<file path="src/shared/ssc_pkg.sv">
// Shared constants for the slot-bus strobe control block.
// Assumes a single 125 MHz clock and a synchronous active-high reset.
package ssc_pkg;

    // ****************************************************
    // Clock and timing
    // ****************************************************
    localparam int SSC_CLK_PERIOD_PS = 8000;
    // Length of one slot command strobe
    localparam int SSC_CMD_NS = 250;
    // Strobe-high recovery between the two halves of a conversion
    localparam int SSC_RECOV_NS = 125;
    localparam int SSC_CNT_W = 6;
    // Least times, rounded up to whole cycles
    localparam logic [SSC_CNT_W-1:0] SSC_CMD_CYCLES =
        SSC_CNT_W'((SSC_CMD_NS * 1000 + SSC_CLK_PERIOD_PS - 1) / SSC_CLK_PERIOD_PS);
    localparam logic [SSC_CNT_W-1:0] SSC_RECOV_CYCLES =
        SSC_CNT_W'((SSC_RECOV_NS * 1000 + SSC_CLK_PERIOD_PS - 1) / SSC_CLK_PERIOD_PS);

    // ****************************************************
    // Strobe lanes
    // ****************************************************
    localparam int SSC_NUM_STB = 4;
    localparam int SSC_STB_IOR = 0;
    localparam int SSC_STB_IOW = 1;
    localparam int SSC_STB_MEM_READ_STROBE_N = 2;
    localparam int SSC_STB_MEM_WRITE_STROBE_N = 3;
    localparam logic [SSC_NUM_STB-1:0] SSC_STB_IDLE = 4'hF;

    // ****************************************************
    // Data layout
    // ****************************************************
    localparam int SSC_DATA_W = 16;
    localparam int SSC_BYTE_W = 8;

    // ****************************************************
    // Types
    // ****************************************************
    typedef enum logic [1:0] {
        SSC_OWN_CPU = 2'b00,
        SSC_OWN_DMA = 2'b01,
        SSC_OWN_MASTER = 2'b10
    } ssc_owner_t;

    typedef enum logic [1:0] {
        SSC_ST_IDLE = 2'b00,
        SSC_ST_CMD = 2'b01,
        SSC_ST_RECOV = 2'b10
    } ssc_state_t;

endpackage

</file>
<file path="src/ssc_strobe_ctl.sv">
// Slot-bus command strobe control: bus ownership, strobe pins, CPU cycles
// with 16-to-8 conversion. Assumes DMA strobes arrive from internal DMA logic.
`timescale 1ns/1ps
module ssc_strobe_ctl
    import ssc_pkg::*;
#(
    parameter logic [ssc_pkg::SSC_CNT_W-1:0] CMD_CYCLES = ssc_pkg::SSC_CMD_CYCLES,
    parameter logic [ssc_pkg::SSC_CNT_W-1:0] RECOV_CYCLES = ssc_pkg::SSC_RECOV_CYCLES
)
(
    // Clock and reset
    input wire logic clk,
    input wire logic rst,
    // Arbitration
    input wire logic hold_grant,
    input wire logic masterReqN,
    output logic dmaHoldOff,
    // Internal DMA strobes
    input wire logic [ssc_pkg::SSC_NUM_STB-1:0] dmaStrobeN,
    // CPU request and answer
    input wire logic cpuReq,
    input wire logic cpuWrite,
    input wire logic cpuIo,
    input wire logic cpuWide,
    input wire logic [ssc_pkg::SSC_DATA_W-1:0] cpuWdata,
    output logic cpuReady,
    output logic cpuDone,
    output logic cpuConverted,
    output logic [ssc_pkg::SSC_DATA_W-1:0] cpuRdata,
    // Wide selects from slot adapters
    input wire logic wide_mem_select_n,
    input wire logic wide_io_select_n,
    // Strobe pins
    input wire logic ioReadStrobeNIn,
    output logic ioReadStrobeNOut,
    output logic ioReadStrobeOeN,
    input wire logic ioWriteStrobeNIn,
    output logic ioWriteStrobeNOut,
    output logic ioWriteStrobeOeN,
    input wire logic memReadStrobeNIn,
    output logic memReadStrobeNOut,
    output logic memReadStrobeOeN,
    input wire logic memWriteStrobeNIn,
    output logic memWriteStrobeNOut,
    output logic memWriteStrobeOeN,
    output logic [ssc_pkg::SSC_NUM_STB-1:0] busStrobeSeenN,
    // Slot data and byte select
    input wire logic [ssc_pkg::SSC_DATA_W-1:0] slotDataIn,
    output logic [ssc_pkg::SSC_DATA_W-1:0] slotDataOut,
    output logic slotDataOeN,
    output logic slotAddr0
);
    import ssc_pkg::*;

    // ****************************************************
    // Ownership decode
    // ****************************************************
    function automatic ssc_owner_t ownerOf(input logic hg, input logic mreqN);
        ssc_owner_t o;
        if (!hg)
        begin
            o = SSC_OWN_CPU;
        end
        else if (mreqN)
        begin
            o = SSC_OWN_DMA;
        end
        else
        begin
            o = SSC_OWN_MASTER;
        end
        return o;
    endfunction

    ssc_owner_t owner;
    assign owner = ownerOf(hold_grant, masterReqN);

    // ****************************************************
    // State
    // ****************************************************
    typedef struct packed {
        ssc_state_t st;
        logic [SSC_CNT_W-1:0] cnt;
        logic write;
        logic io;
        logic wide;
        logic conv;
        logic hiPhase;
        logic [SSC_DATA_W-1:0] wdata;
        logic [SSC_NUM_STB-1:0] cpuStbN;
        logic done;
        logic ready;
        logic holdOff;
        logic addr0;
        logic [SSC_DATA_W-1:0] dOut;
        logic dOeN;
    } ssc_ctl_t;

    ssc_ctl_t s_r;
    ssc_ctl_t s_nxt;
    logic captLo;
    logic captHi;
    logic captWord;
    logic wideSelHigh;
    logic [SSC_NUM_STB-1:0] stbOut;
    logic [SSC_NUM_STB-1:0] stbOeN;
    logic [SSC_NUM_STB-1:0] stbIn;

    assign wideSelHigh = s_r.io ? wide_io_select_n : wide_mem_select_n;

    // ****************************************************
    // CPU cycle sequencer
    // ****************************************************
    always_comb
    begin
        s_nxt = s_r;
        captLo = 1'b0;
        captHi = 1'b0;
        captWord = 1'b0;
        s_nxt.done = 1'b0;
        s_nxt.holdOff = (owner == SSC_OWN_MASTER);
        case (s_r.st)
            SSC_ST_IDLE:
            begin
                // Requests are taken only while the CPU owns the bus
                if (cpuReq && s_r.ready && owner == SSC_OWN_CPU)
                begin
                    s_nxt.st = SSC_ST_CMD;
                    s_nxt.cnt = CMD_CYCLES;
                    s_nxt.write = cpuWrite;
                    s_nxt.io = cpuIo;
                    s_nxt.wide = cpuWide;
                    s_nxt.conv = 1'b0;
                    s_nxt.hiPhase = 1'b0;
                    s_nxt.wdata = cpuWdata;
                    s_nxt.addr0 = 1'b0;
                end
            end
            SSC_ST_CMD:
            begin
                // Select is sampled in the first strobe cycle
                if (s_r.cnt == CMD_CYCLES && !s_r.hiPhase)
                begin
                    s_nxt.conv = s_r.wide && wideSelHigh;
                end
                s_nxt.cnt = s_r.cnt - 1'b1;
                if (s_r.cnt == 1)
                begin
                    if (s_r.conv && !s_r.hiPhase)
                    begin
                        captLo = !s_r.write;
                        s_nxt.st = SSC_ST_RECOV;
                        s_nxt.cnt = RECOV_CYCLES;
                    end
                    else
                    begin
                        captHi = !s_r.write && s_r.hiPhase;
                        captWord = !s_r.write && !s_r.hiPhase && s_r.wide;
                        captLo = !s_r.write && !s_r.hiPhase && !s_r.wide;
                        s_nxt.st = SSC_ST_IDLE;
                        s_nxt.done = 1'b1;
                        s_nxt.addr0 = 1'b0;
                    end
                end
            end
            SSC_ST_RECOV:
            begin
                s_nxt.cnt = s_r.cnt - 1'b1;
                if (s_r.cnt == 1)
                begin
                    // Second byte: odd address, high byte on the low lane
                    s_nxt.st = SSC_ST_CMD;
                    s_nxt.cnt = CMD_CYCLES;
                    s_nxt.hiPhase = 1'b1;
                    s_nxt.addr0 = 1'b1;
                end
            end
            default:
            begin
                s_nxt.st = SSC_ST_IDLE;
            end
        endcase
        s_nxt.ready = (s_nxt.st == SSC_ST_IDLE);
        s_nxt.cpuStbN = SSC_STB_IDLE;
        if (s_nxt.st == SSC_ST_CMD)
        begin
            s_nxt.cpuStbN[SSC_STB_IOR] = !(s_nxt.io && !s_nxt.write);
            s_nxt.cpuStbN[SSC_STB_IOW] = !(s_nxt.io && s_nxt.write);
            s_nxt.cpuStbN[SSC_STB_MEM_READ_STROBE_N] = !(!s_nxt.io && !s_nxt.write);
            s_nxt.cpuStbN[SSC_STB_MEM_WRITE_STROBE_N] = !(!s_nxt.io && s_nxt.write);
        end
        s_nxt.dOeN = !(s_nxt.st != SSC_ST_IDLE && s_nxt.write && owner == SSC_OWN_CPU);
        s_nxt.dOut = s_nxt.hiPhase ? {s_nxt.wdata[15:8], s_nxt.wdata[15:8]} : s_nxt.wdata;
    end

    always_ff @(posedge clk)
    begin
        if (rst)
        begin
            s_r <= '{st: SSC_ST_IDLE, cnt: '0, cpuStbN: SSC_STB_IDLE, dOeN: 1'b1,
                     dOut: '0, wdata: '0, default: 1'b0};
        end
        else
        begin
            s_r <= s_nxt;
        end
    end

    // ****************************************************
    // Strobe pins
    // ****************************************************
    // CPU strobes pass the mux one cycle after they are computed
    assign stbIn = {memWriteStrobeNIn, memReadStrobeNIn, ioWriteStrobeNIn, ioReadStrobeNIn};

    genvar gi;
    generate
        for (gi = 0; gi < SSC_NUM_STB; gi++)
        begin : g_stb
            ssc_strobe_mux u_mux (
                .clk(clk),
                .rst(rst),
                .owner(owner),
                .cpuStbN(s_nxt.cpuStbN[gi]),
                .dmaStbN(dmaStrobeN[gi]),
                .pinIn(stbIn[gi]),
                .pinOut(stbOut[gi]),
                .pinOeN(stbOeN[gi]),
                .seenN(busStrobeSeenN[gi])
            );
        end
    endgenerate

    ssc_byte_asm u_asm (
        .clk(clk),
        .rst(rst),
        .captLo(captLo),
        .captHi(captHi),
        .captWord(captWord),
        .dataIn(slotDataIn),
        .word(cpuRdata)
    );

    assign ioReadStrobeNOut = stbOut[SSC_STB_IOR];
    assign ioReadStrobeOeN = stbOeN[SSC_STB_IOR];
    assign ioWriteStrobeNOut = stbOut[SSC_STB_IOW];
    assign ioWriteStrobeOeN = stbOeN[SSC_STB_IOW];
    assign memReadStrobeNOut = stbOut[SSC_STB_MEM_READ_STROBE_N];
    assign memReadStrobeOeN = stbOeN[SSC_STB_MEM_READ_STROBE_N];
    assign memWriteStrobeNOut = stbOut[SSC_STB_MEM_WRITE_STROBE_N];
    assign memWriteStrobeOeN = stbOeN[SSC_STB_MEM_WRITE_STROBE_N];
    assign dmaHoldOff = s_r.holdOff;
    assign cpuReady = s_r.ready;
    assign cpuDone = s_r.done;
    assign cpuConverted = s_r.conv;
    assign slotAddr0 = s_r.addr0;
    assign slotDataOut = s_r.dOut;
    assign slotDataOeN = s_r.dOeN;

    // ****************************************************
    // Checks
    // ****************************************************
    ior_input_a: assert property (@(posedge clk) disable iff (rst)
        hold_grant && !masterReqN |=> ioReadStrobeOeN)
        else $error("I/O read driven while master owns bus");
    ior_cpu_a: assert property (@(posedge clk) disable iff (rst)
        !hold_grant |=> !ioReadStrobeOeN && ioReadStrobeNOut == $past(s_nxt.cpuStbN[0]))
        else $error("I/O read not from CPU cycle logic");
    ior_dma_a: assert property (@(posedge clk) disable iff (rst)
        hold_grant && masterReqN |=> ioReadStrobeNOut == $past(dmaStrobeN[0]))
        else $error("I/O read not from DMA");
    iow_input_a: assert property (@(posedge clk) disable iff (rst)
        hold_grant && !masterReqN |=> ioWriteStrobeOeN && ioWriteStrobeNOut)
        else $error("I/O write driven while master owns bus");
    iow_cpu_a: assert property (@(posedge clk) disable iff (rst)
        !hold_grant |=> !ioWriteStrobeOeN && ioWriteStrobeNOut == $past(s_nxt.cpuStbN[1]))
        else $error("I/O write not from CPU cycle logic");
    iow_dma_a: assert property (@(posedge clk) disable iff (rst)
        hold_grant && masterReqN |=> !ioWriteStrobeOeN && ioWriteStrobeNOut == $past(dmaStrobeN[1]))
        else $error("I/O write not from DMA");
    mem_read_strobe_n_input_a: assert property (@(posedge clk) disable iff (rst)
        hold_grant && !masterReqN |=> memReadStrobeOeN && busStrobeSeenN[2] == $past(memReadStrobeNIn))
        else $error("Memory read driven while master owns bus");
    mem_read_strobe_n_cpu_a: assert property (@(posedge clk) disable iff (rst)
        !hold_grant |=> !memReadStrobeOeN && memReadStrobeNOut == $past(s_nxt.cpuStbN[2]))
        else $error("Memory read not from CPU cycle logic");
    mem_read_strobe_n_dma_a: assert property (@(posedge clk) disable iff (rst)
        hold_grant && masterReqN |=> !memReadStrobeOeN && memReadStrobeNOut == $past(dmaStrobeN[2]))
        else $error("Memory read not from DMA");
    mem_write_strobe_n_input_a: assert property (@(posedge clk) disable iff (rst)
        hold_grant && !masterReqN |=> memWriteStrobeOeN)
        else $error("Memory write driven while master owns bus");
    mem_write_strobe_n_dma_a: assert property (@(posedge clk) disable iff (rst)
        hold_grant && masterReqN |=> !memWriteStrobeOeN && memWriteStrobeNOut == $past(dmaStrobeN[3]))
        else $error("Memory write not from DMA");
    mem_write_strobe_n_cpu_a: assert property (@(posedge clk) disable iff (rst)
        !hold_grant |=> !memWriteStrobeOeN && memWriteStrobeNOut == $past(s_nxt.cpuStbN[3]))
        else $error("Memory write not from CPU cycle logic");
    master_owns_a: assert property (@(posedge clk) disable iff (rst)
        hold_grant && !masterReqN |=> dmaHoldOff && (&stbOeN))
        else $error("DMA not held off for master");
    conv_start_a: assert property (@(posedge clk) disable iff (rst)
        s_r.st == SSC_ST_CMD && s_r.cnt == CMD_CYCLES && !s_r.hiPhase && s_r.wide
        && !s_r.io && wide_mem_select_n |=> cpuConverted)
        else $error("Wide memory cycle not converted");
    conv_io_a: assert property (@(posedge clk) disable iff (rst)
        s_r.st == SSC_ST_CMD && s_r.cnt == CMD_CYCLES && !s_r.hiPhase && s_r.wide
        && s_r.io && !wide_io_select_n |=> !cpuConverted)
        else $error("Wide I/O cycle converted with select low");
    io_conv_a: assert property (@(posedge clk) disable iff (rst)
        s_r.st == SSC_ST_CMD && s_r.cnt == CMD_CYCLES && !s_r.hiPhase && s_r.wide
        && s_r.io && wide_io_select_n |=> cpuConverted)
        else $error("Wide I/O cycle not converted");
    conv_order_a: assert property (@(posedge clk) disable iff (rst)
        s_r.st == SSC_ST_RECOV && $past(s_r.st) == SSC_ST_CMD |-> !slotAddr0
        ##[1:40] slotAddr0 && s_r.st == SSC_ST_CMD)
        else $error("Second byte of conversion not at odd address");
endmodule

</file>
<file path="src/ssc_strobe_mux.sv">
// Direction and source selection for one slot command strobe pin.
// Assumes the owner code is decoded by the caller every cycle.
`timescale 1ns/1ps
module ssc_strobe_mux
    import ssc_pkg::*;
(
    // Clock and reset
    input wire logic clk,
    input wire logic rst,
    // Sources
    input wire ssc_pkg::ssc_owner_t owner,
    input wire logic cpuStbN,
    input wire logic dmaStbN,
    // Pin
    input wire logic pinIn,
    output logic pinOut,
    output logic pinOeN,
    // Level seen on the bus
    output logic seenN
);
    typedef struct packed {
        logic outN;
        logic oeN;
        logic seenN;
    } ssc_mux_t;

    ssc_mux_t s_r;
    ssc_mux_t s_nxt;

    always_comb
    begin
        s_nxt = s_r;
        case (owner)
            SSC_OWN_CPU:
            begin
                s_nxt.outN = cpuStbN;
                s_nxt.oeN = 1'b0;
            end
            SSC_OWN_DMA:
            begin
                s_nxt.outN = dmaStbN;
                s_nxt.oeN = 1'b0;
            end
            default:
            begin
                // Master drives; keep our driver parked high
                s_nxt.outN = 1'b1;
                s_nxt.oeN = 1'b1;
            end
        endcase
        s_nxt.seenN = (owner == SSC_OWN_MASTER) ? pinIn : s_nxt.outN;
    end

    always_ff @(posedge clk)
    begin
        if (rst)
        begin
            // Released during reset to avoid fighting a master
            s_r <= '{outN: 1'b1, oeN: 1'b1, seenN: 1'b1};
        end
        else
        begin
            s_r <= s_nxt;
        end
    end

    assign pinOut = s_r.outN;
    assign pinOeN = s_r.oeN;
    assign seenN = s_r.seenN;
endmodule

</file>
<file path="src/ssc_byte_asm.sv">
// Read data assembly for full-width and converted CPU accesses.
// Assumes the high byte of a converted access arrives on the low lane.
`timescale 1ns/1ps
module ssc_byte_asm
    import ssc_pkg::*;
(
    // Clock and reset
    input wire logic clk,
    input wire logic rst,
    // Capture controls
    input wire logic captLo,
    input wire logic captHi,
    input wire logic captWord,
    input wire logic [ssc_pkg::SSC_DATA_W-1:0] dataIn,
    // Assembled word
    output logic [ssc_pkg::SSC_DATA_W-1:0] word
);
    typedef struct packed {
        logic [SSC_BYTE_W-1:0] hi;
        logic [SSC_BYTE_W-1:0] lo;
    } ssc_asm_t;

    ssc_asm_t s_r;
    ssc_asm_t s_nxt;

    always_comb
    begin
        s_nxt = s_r;
        if (captWord)
        begin
            s_nxt = dataIn;
        end
        else if (captLo)
        begin
            s_nxt.lo = dataIn[SSC_BYTE_W-1:0];
            s_nxt.hi = '0;
        end
        else if (captHi)
        begin
            s_nxt.hi = dataIn[SSC_BYTE_W-1:0];
        end
    end

    always_ff @(posedge clk)
    begin
        if (rst)
        begin
            s_r <= '0;
        end
        else
        begin
            s_r <= s_nxt;
        end
    end

    assign word = s_r;
endmodule

</file>
<file path="config.mk">
export PLATFORM = sky130hd
export DESIGN_NAME = ssc_strobe_ctl
export DESIGN_NICKNAME = d
export VERILOG_FILES = /design/src/shared/ssc_pkg.sv /design/src/ssc_strobe_ctl.sv /design/src/ssc_strobe_mux.sv /design/src/ssc_byte_asm.sv
export SDC_FILE = /design/constraint.sdc
export NUM_CORES = 1
export LEC_CHECK = 0
export BUFFER_PORTS_ARGS = -buffer_cell sky130_fd_sc_hd__buf_2
export CAP_MARGIN = 20
export CORE_UTILIZATION = 40
export DETAILED_ROUTE_END_ITERATION = 10
export PLACE_DENSITY_LB_ADDON = 0.1
export SKIP_LAST_GASP = 1
export SLEW_MARGIN = 20
export SYNTH_ARGS = -nofsm -noshare
export SYNTH_HDL_FRONTEND = slang
export SYNTH_SLANG_ARGS = --single-unit
</file>
<file path="constraint.sdc">
create_clock -name clk -period 2.57 [get_ports clk]
set_input_delay 0.257 -clock clk [delete_from_list [all_inputs] [get_ports clk]]
set_output_delay 0.257 -clock clk [all_outputs]
set_load 0.02 [all_outputs]
</file>
==> key figures <==
Logic synthesis
  • Post-synthesis average cell area: 8.76 sq um
  • Area of the mapped netlist: 3000 sq um
  • Net count after synthesis: 399
  • XOR/XNOR Fraction of Synth Area: 1.17%
  • Register bit count reported by yosys: 67
  • Sequential-to-total area share from yosys stat: 44.8%
  • Main synth FF type: sky130_fd_sc_hd__dfxtp_1
  • Adder-Cell Fraction of Synth Area: 2.92%
  • Distinct cell type count after synthesis: 43
  • Async set or reset register ratio after synthesis: 0%
  • Gate count after technology mapping: 342
  • Area share of and/or/nand/nor cells after synthesis: 20.2%
  • Mux contribution to synthesized area: 7.01%
  • Post-synth EDFFs: 0
  • Area fraction in compound gates after synthesis: 14.7%
  • Main combinational cell family by area after synthesis: simple AND/OR/NAND/NOR gates
  • Count of yosys warnings during synthesis: 0

Floorplanning
  • Area of the core: 7250 sq um
  • Starting density of the core: 41.3%
  • Total I/O pin count: 100
  • Horizontal die dimension: 88.6 um
  • Number of rows created at floorplan: 31
  • Die outline area: 7840 sq um
  • Die height: 88.6 um

Cells and area
  • Area Overhead vs Synth: 20.0%
  • Final Net Count: 475
  • N_diodes: 0
  • Fraction of final layout cells with drive strength greater than 1: 29.3%

CTS
  • Register clock-pin slew on the reported worst setup and hold paths: 0.07 ns
  • Cts bufs inserted: 9
  • Buffer depth of the longest clock path: 2
  • Post-CTS resize count: 0
  • Count of hold-fix buffers inserted at cts: 0
  • Clock sink total: 67
  • Clock tree from TritonCTS: yes
  • CTS H-Tree Depth: 3
  • Post-CTS setup buffer count: 0
  • Clock insertion delay at the later pin of the skew report: 0.34 ns
  • Root buf cell: sky130_fd_sc_hd__clkbuf_8

Global route
  • Pin count of the biggest net entering global routing: 28
  • Most heavily used metal layer in global routing: met2
  • Congestion Overflow GR: 0
  • Met1 usage in global routing: 23.8%
  • Antenna violations before repair: 0
  • M3 GR Usage: 4.48%
  • First-pass GRT wire length: 11000 um
  • Via count of the first global-routing pass: 2318
  • Global routing usage on met2: 28.1%
  • GRT Resource Usage Total: 18.3%

Pwr
  • Clock power share: 38.6%
  • Total power divided by cell area: 608 nW/um^2
  • Worst VDD drop: 281 uV
  • Leak pwr: 0.00152 uW
  • Share of total power in combinational logic: 11.6%
  • Sequential share of power: 49.8%
  • Net Sw Power: 567 uW
  • Switching part of the total power: 25.9%
  • Final total power: 2190 uW
  • Cell internal power dissipation: 1620 uW

STA
  • Number of max-slew violations in the final report: 0
  • Final sum of negative setup slack: 0 ns
  • Hold violation total from the final report: 0
  • Worst Max-Slew Pin Slew: 0.677 ns
  • Relative slew slack: 54.4%
  • Unrepaired setup endpoints after global routing: no
  • Final Critical Period: 2.05 ns
  • Worst clock skew on the final layout: 0.00808 ns
  • Final hold slack: 0.141 ns
  • Fmax: 488 MHz
  • Setup violation total in the final timing report: 0
  • Period utilisation layout: 79.8%

Detailed routing
  • Routed vias/inst: 4.89
  • Wire length reported by the detailed router: 6670 um
  • Via count: 2550
  • Antenna Nets Post-Route: 0
  • Starting DRT DRC Count: 113
  • 1st-pass router iterations: 4
  • Drt drc: 0
  • Routed length per instance: 12.8 um

Hold path
  • Worst hold path depth: 3
  • Type of the tightest min-delay check: primary input to flip-flop
  • Hold wc startpoint: dmaStrobeN[2]

Worst setup path
  • Required time at the worst-slack endpoint: 2.78 ns
  • Ordered list of cells on the worst path: inv_1 -> ha_1 -> nand3_1 -> or2_2 -> a41o_1 -> nor3_2 -> a32oi_1
  • CP max stage delay: 0.40 ns
  • CP endpoint kind: flip-flop
  • Slowest CP cell: sky130_fd_sc_hd__or2_2
  • Source of the worst register-to-register timing path: s_r[53]$_SDFF_PP0_
  • Type of the worst setup path: flip-flop to flip-flop
  • CP max FO: 11
  • Arr. time, crit path: 2.26 ns
  • Depth of the worst register-to-register path: 7
  • Critical Path Start: s_r[53]$_SDFF_PP0_
  • Type of origin of the critical path: flip-flop

Run
  • Number of maximum-capacitance violations: 0

Status
  • Status: complete, no violations

Placement
  • Port Buf Inserts: 99
  • Final weighted congestion in routability-driven placement: 0.853
  • Detailed Place HPWL: 4750 um
==> power groups by stage <==
stage          Sequential (uW)  Combinational (uW)  Clock (uW)
2_1_floorplan             1120                 172           0
3_3_place_gp              1110                 255           0
3_5_place_dp              1110                 255           0
4_1_cts                   1090                 256         870
5_1_grt                   1090                 284         904
6_report                  1090                 254         844
==> worst paths after layout <==
check	end	slack, ns
setup / recovery	g_stb[0].u_mux.seenN$_SDFF_PP1_	0.52
setup reg to reg	g_stb[0].u_mux.seenN$_SDFF_PP1_	0.52
hold / removal	g_stb[2].u_mux.pinOut$_SDFF_PP1_	0.14
hold reg to reg	s_r[30]$_SDFF_PP0_	0.46
==> layout make-up <==
cell class	instances	area, sq um
Tap cell	99	124
Inverter	9	33.8
Timing Repair Buffer	104	533
Multi-Input combinational cell	227	1380
Fill cell	730	3660
Clock inverter	5	53.8
Sequential cell	67	1340
Clock buffer	11	131
==> cells in the final DEF, fill, tap and decap left out, types with 3 or more instances in the layout <==
cell type,count
sky130_fd_sc_hd__buf_2,99
sky130_fd_sc_hd__dfxtp_1,67
sky130_fd_sc_hd__nand2_1,47
sky130_fd_sc_hd__nor2_1,43
sky130_fd_sc_hd__mux2i_1,21
sky130_fd_sc_hd__a21oi_1,20
sky130_fd_sc_hd__o21ai_0,12
sky130_fd_sc_hd__o211ai_1,10
sky130_fd_sc_hd__inv_1,9
sky130_fd_sc_hd__clkbuf_8,9
sky130_fd_sc_hd__a2bb2oi_1,8
sky130_fd_sc_hd__ha_1,7
sky130_fd_sc_hd__nand2b_1,6
sky130_fd_sc_hd__nor2b_1,6
sky130_fd_sc_hd__nand3_1,5
sky130_fd_sc_hd__buf_4,5
sky130_fd_sc_hd__o22ai_1,4
sky130_fd_sc_hd__nor3_1,3
sky130_fd_sc_hd__nor3_2,3
sky130_fd_sc_hd__a31oi_1,3
sky130_fd_sc_hd__a21o_1,3
sky130_fd_sc_hd__clkinv_2,3
==> cell usage after synthesis, drive strengths merged (7+ instances only) <==
| library cell | number | share of area, % |
|---|---|---|
| a21oi | 20 | 3.3 |
| nand2 | 47 | 5.9 |
| buf | 27 | 6.6 |
| a2bb2oi | 8 | 2.3 |
| o21ai | 12 | 2.0 |
| nor2 | 43 | 5.4 |
| ha | 7 | 2.9 |
| clkbuf | 12 | 1.5 |
| inv | 9 | 1.1 |
| o211ai | 10 | 2.5 |
| mux2i | 21 | 7.0 |
| dfxtp | 67 | 45 |
==> sequential cells by signal (all words and copies together), names as in the netlist, 4 cells and up <==
name,flops
g_stb.u_mux.pinOut,4
g_stb.u_mux.seenN,4
s_r,28
slotDataOut,8
u_asm.word,16
==> per-layer routing <==
layer | wire length, um | vias up
li1 | - | 1298
met1 | 3070 | 1168
met2 | 3070 | 74
met3 | 388 | 10
met4 | 129 | 0
met5 | 0 | -
==> critical path: cells and delay by family, from the launching register on <==
| family | cells | cell delay, ns |
|---|---|---|
| adder cells (fa/ha/maj) | 1 | 0.24 |
| AND/OR/NAND/NOR | 3 | 0.83 |
| buffers and inverters | 1 | 0.11 |
| AO/OA/AOI/OAI | 2 | 0.40 |
| flip-flops | 1 | 0.34 |
==> per-stage QoR <==
stage | std cells | util [%] | area (sq um) | setup slack, ns
final | 522 | 49.6 | 3590 | 0.519
after global routing | 522 | 49.6 | 3590 | 0.264
after global placement | 506 | 47.0 | 3410 | 0.520
after detailed placement | 506 | 47.0 | 3410 | 0.512
after floorplan | 342 | - | 3000 | 0.594
after CTS | 522 | 49.6 | 3590 | 0.481
==> cells by family (layout without fill, tap and decap cells) <==
| logic type | count (synthesis) | after routing |
|---|---|---|
| AOI/OAI and AO/OA | 68 | 68 |
| xor gates and xnor gates | 4 | 4 |
| adders and majority gates | 7 | 7 |
| buffers and inverters | 48 | 129 |
| DFF | 67 | 67 |
| muxes | 21 | 21 |
| and+or+nand+nor | 127 | 127 |
(Power assumes the default switching activity.)
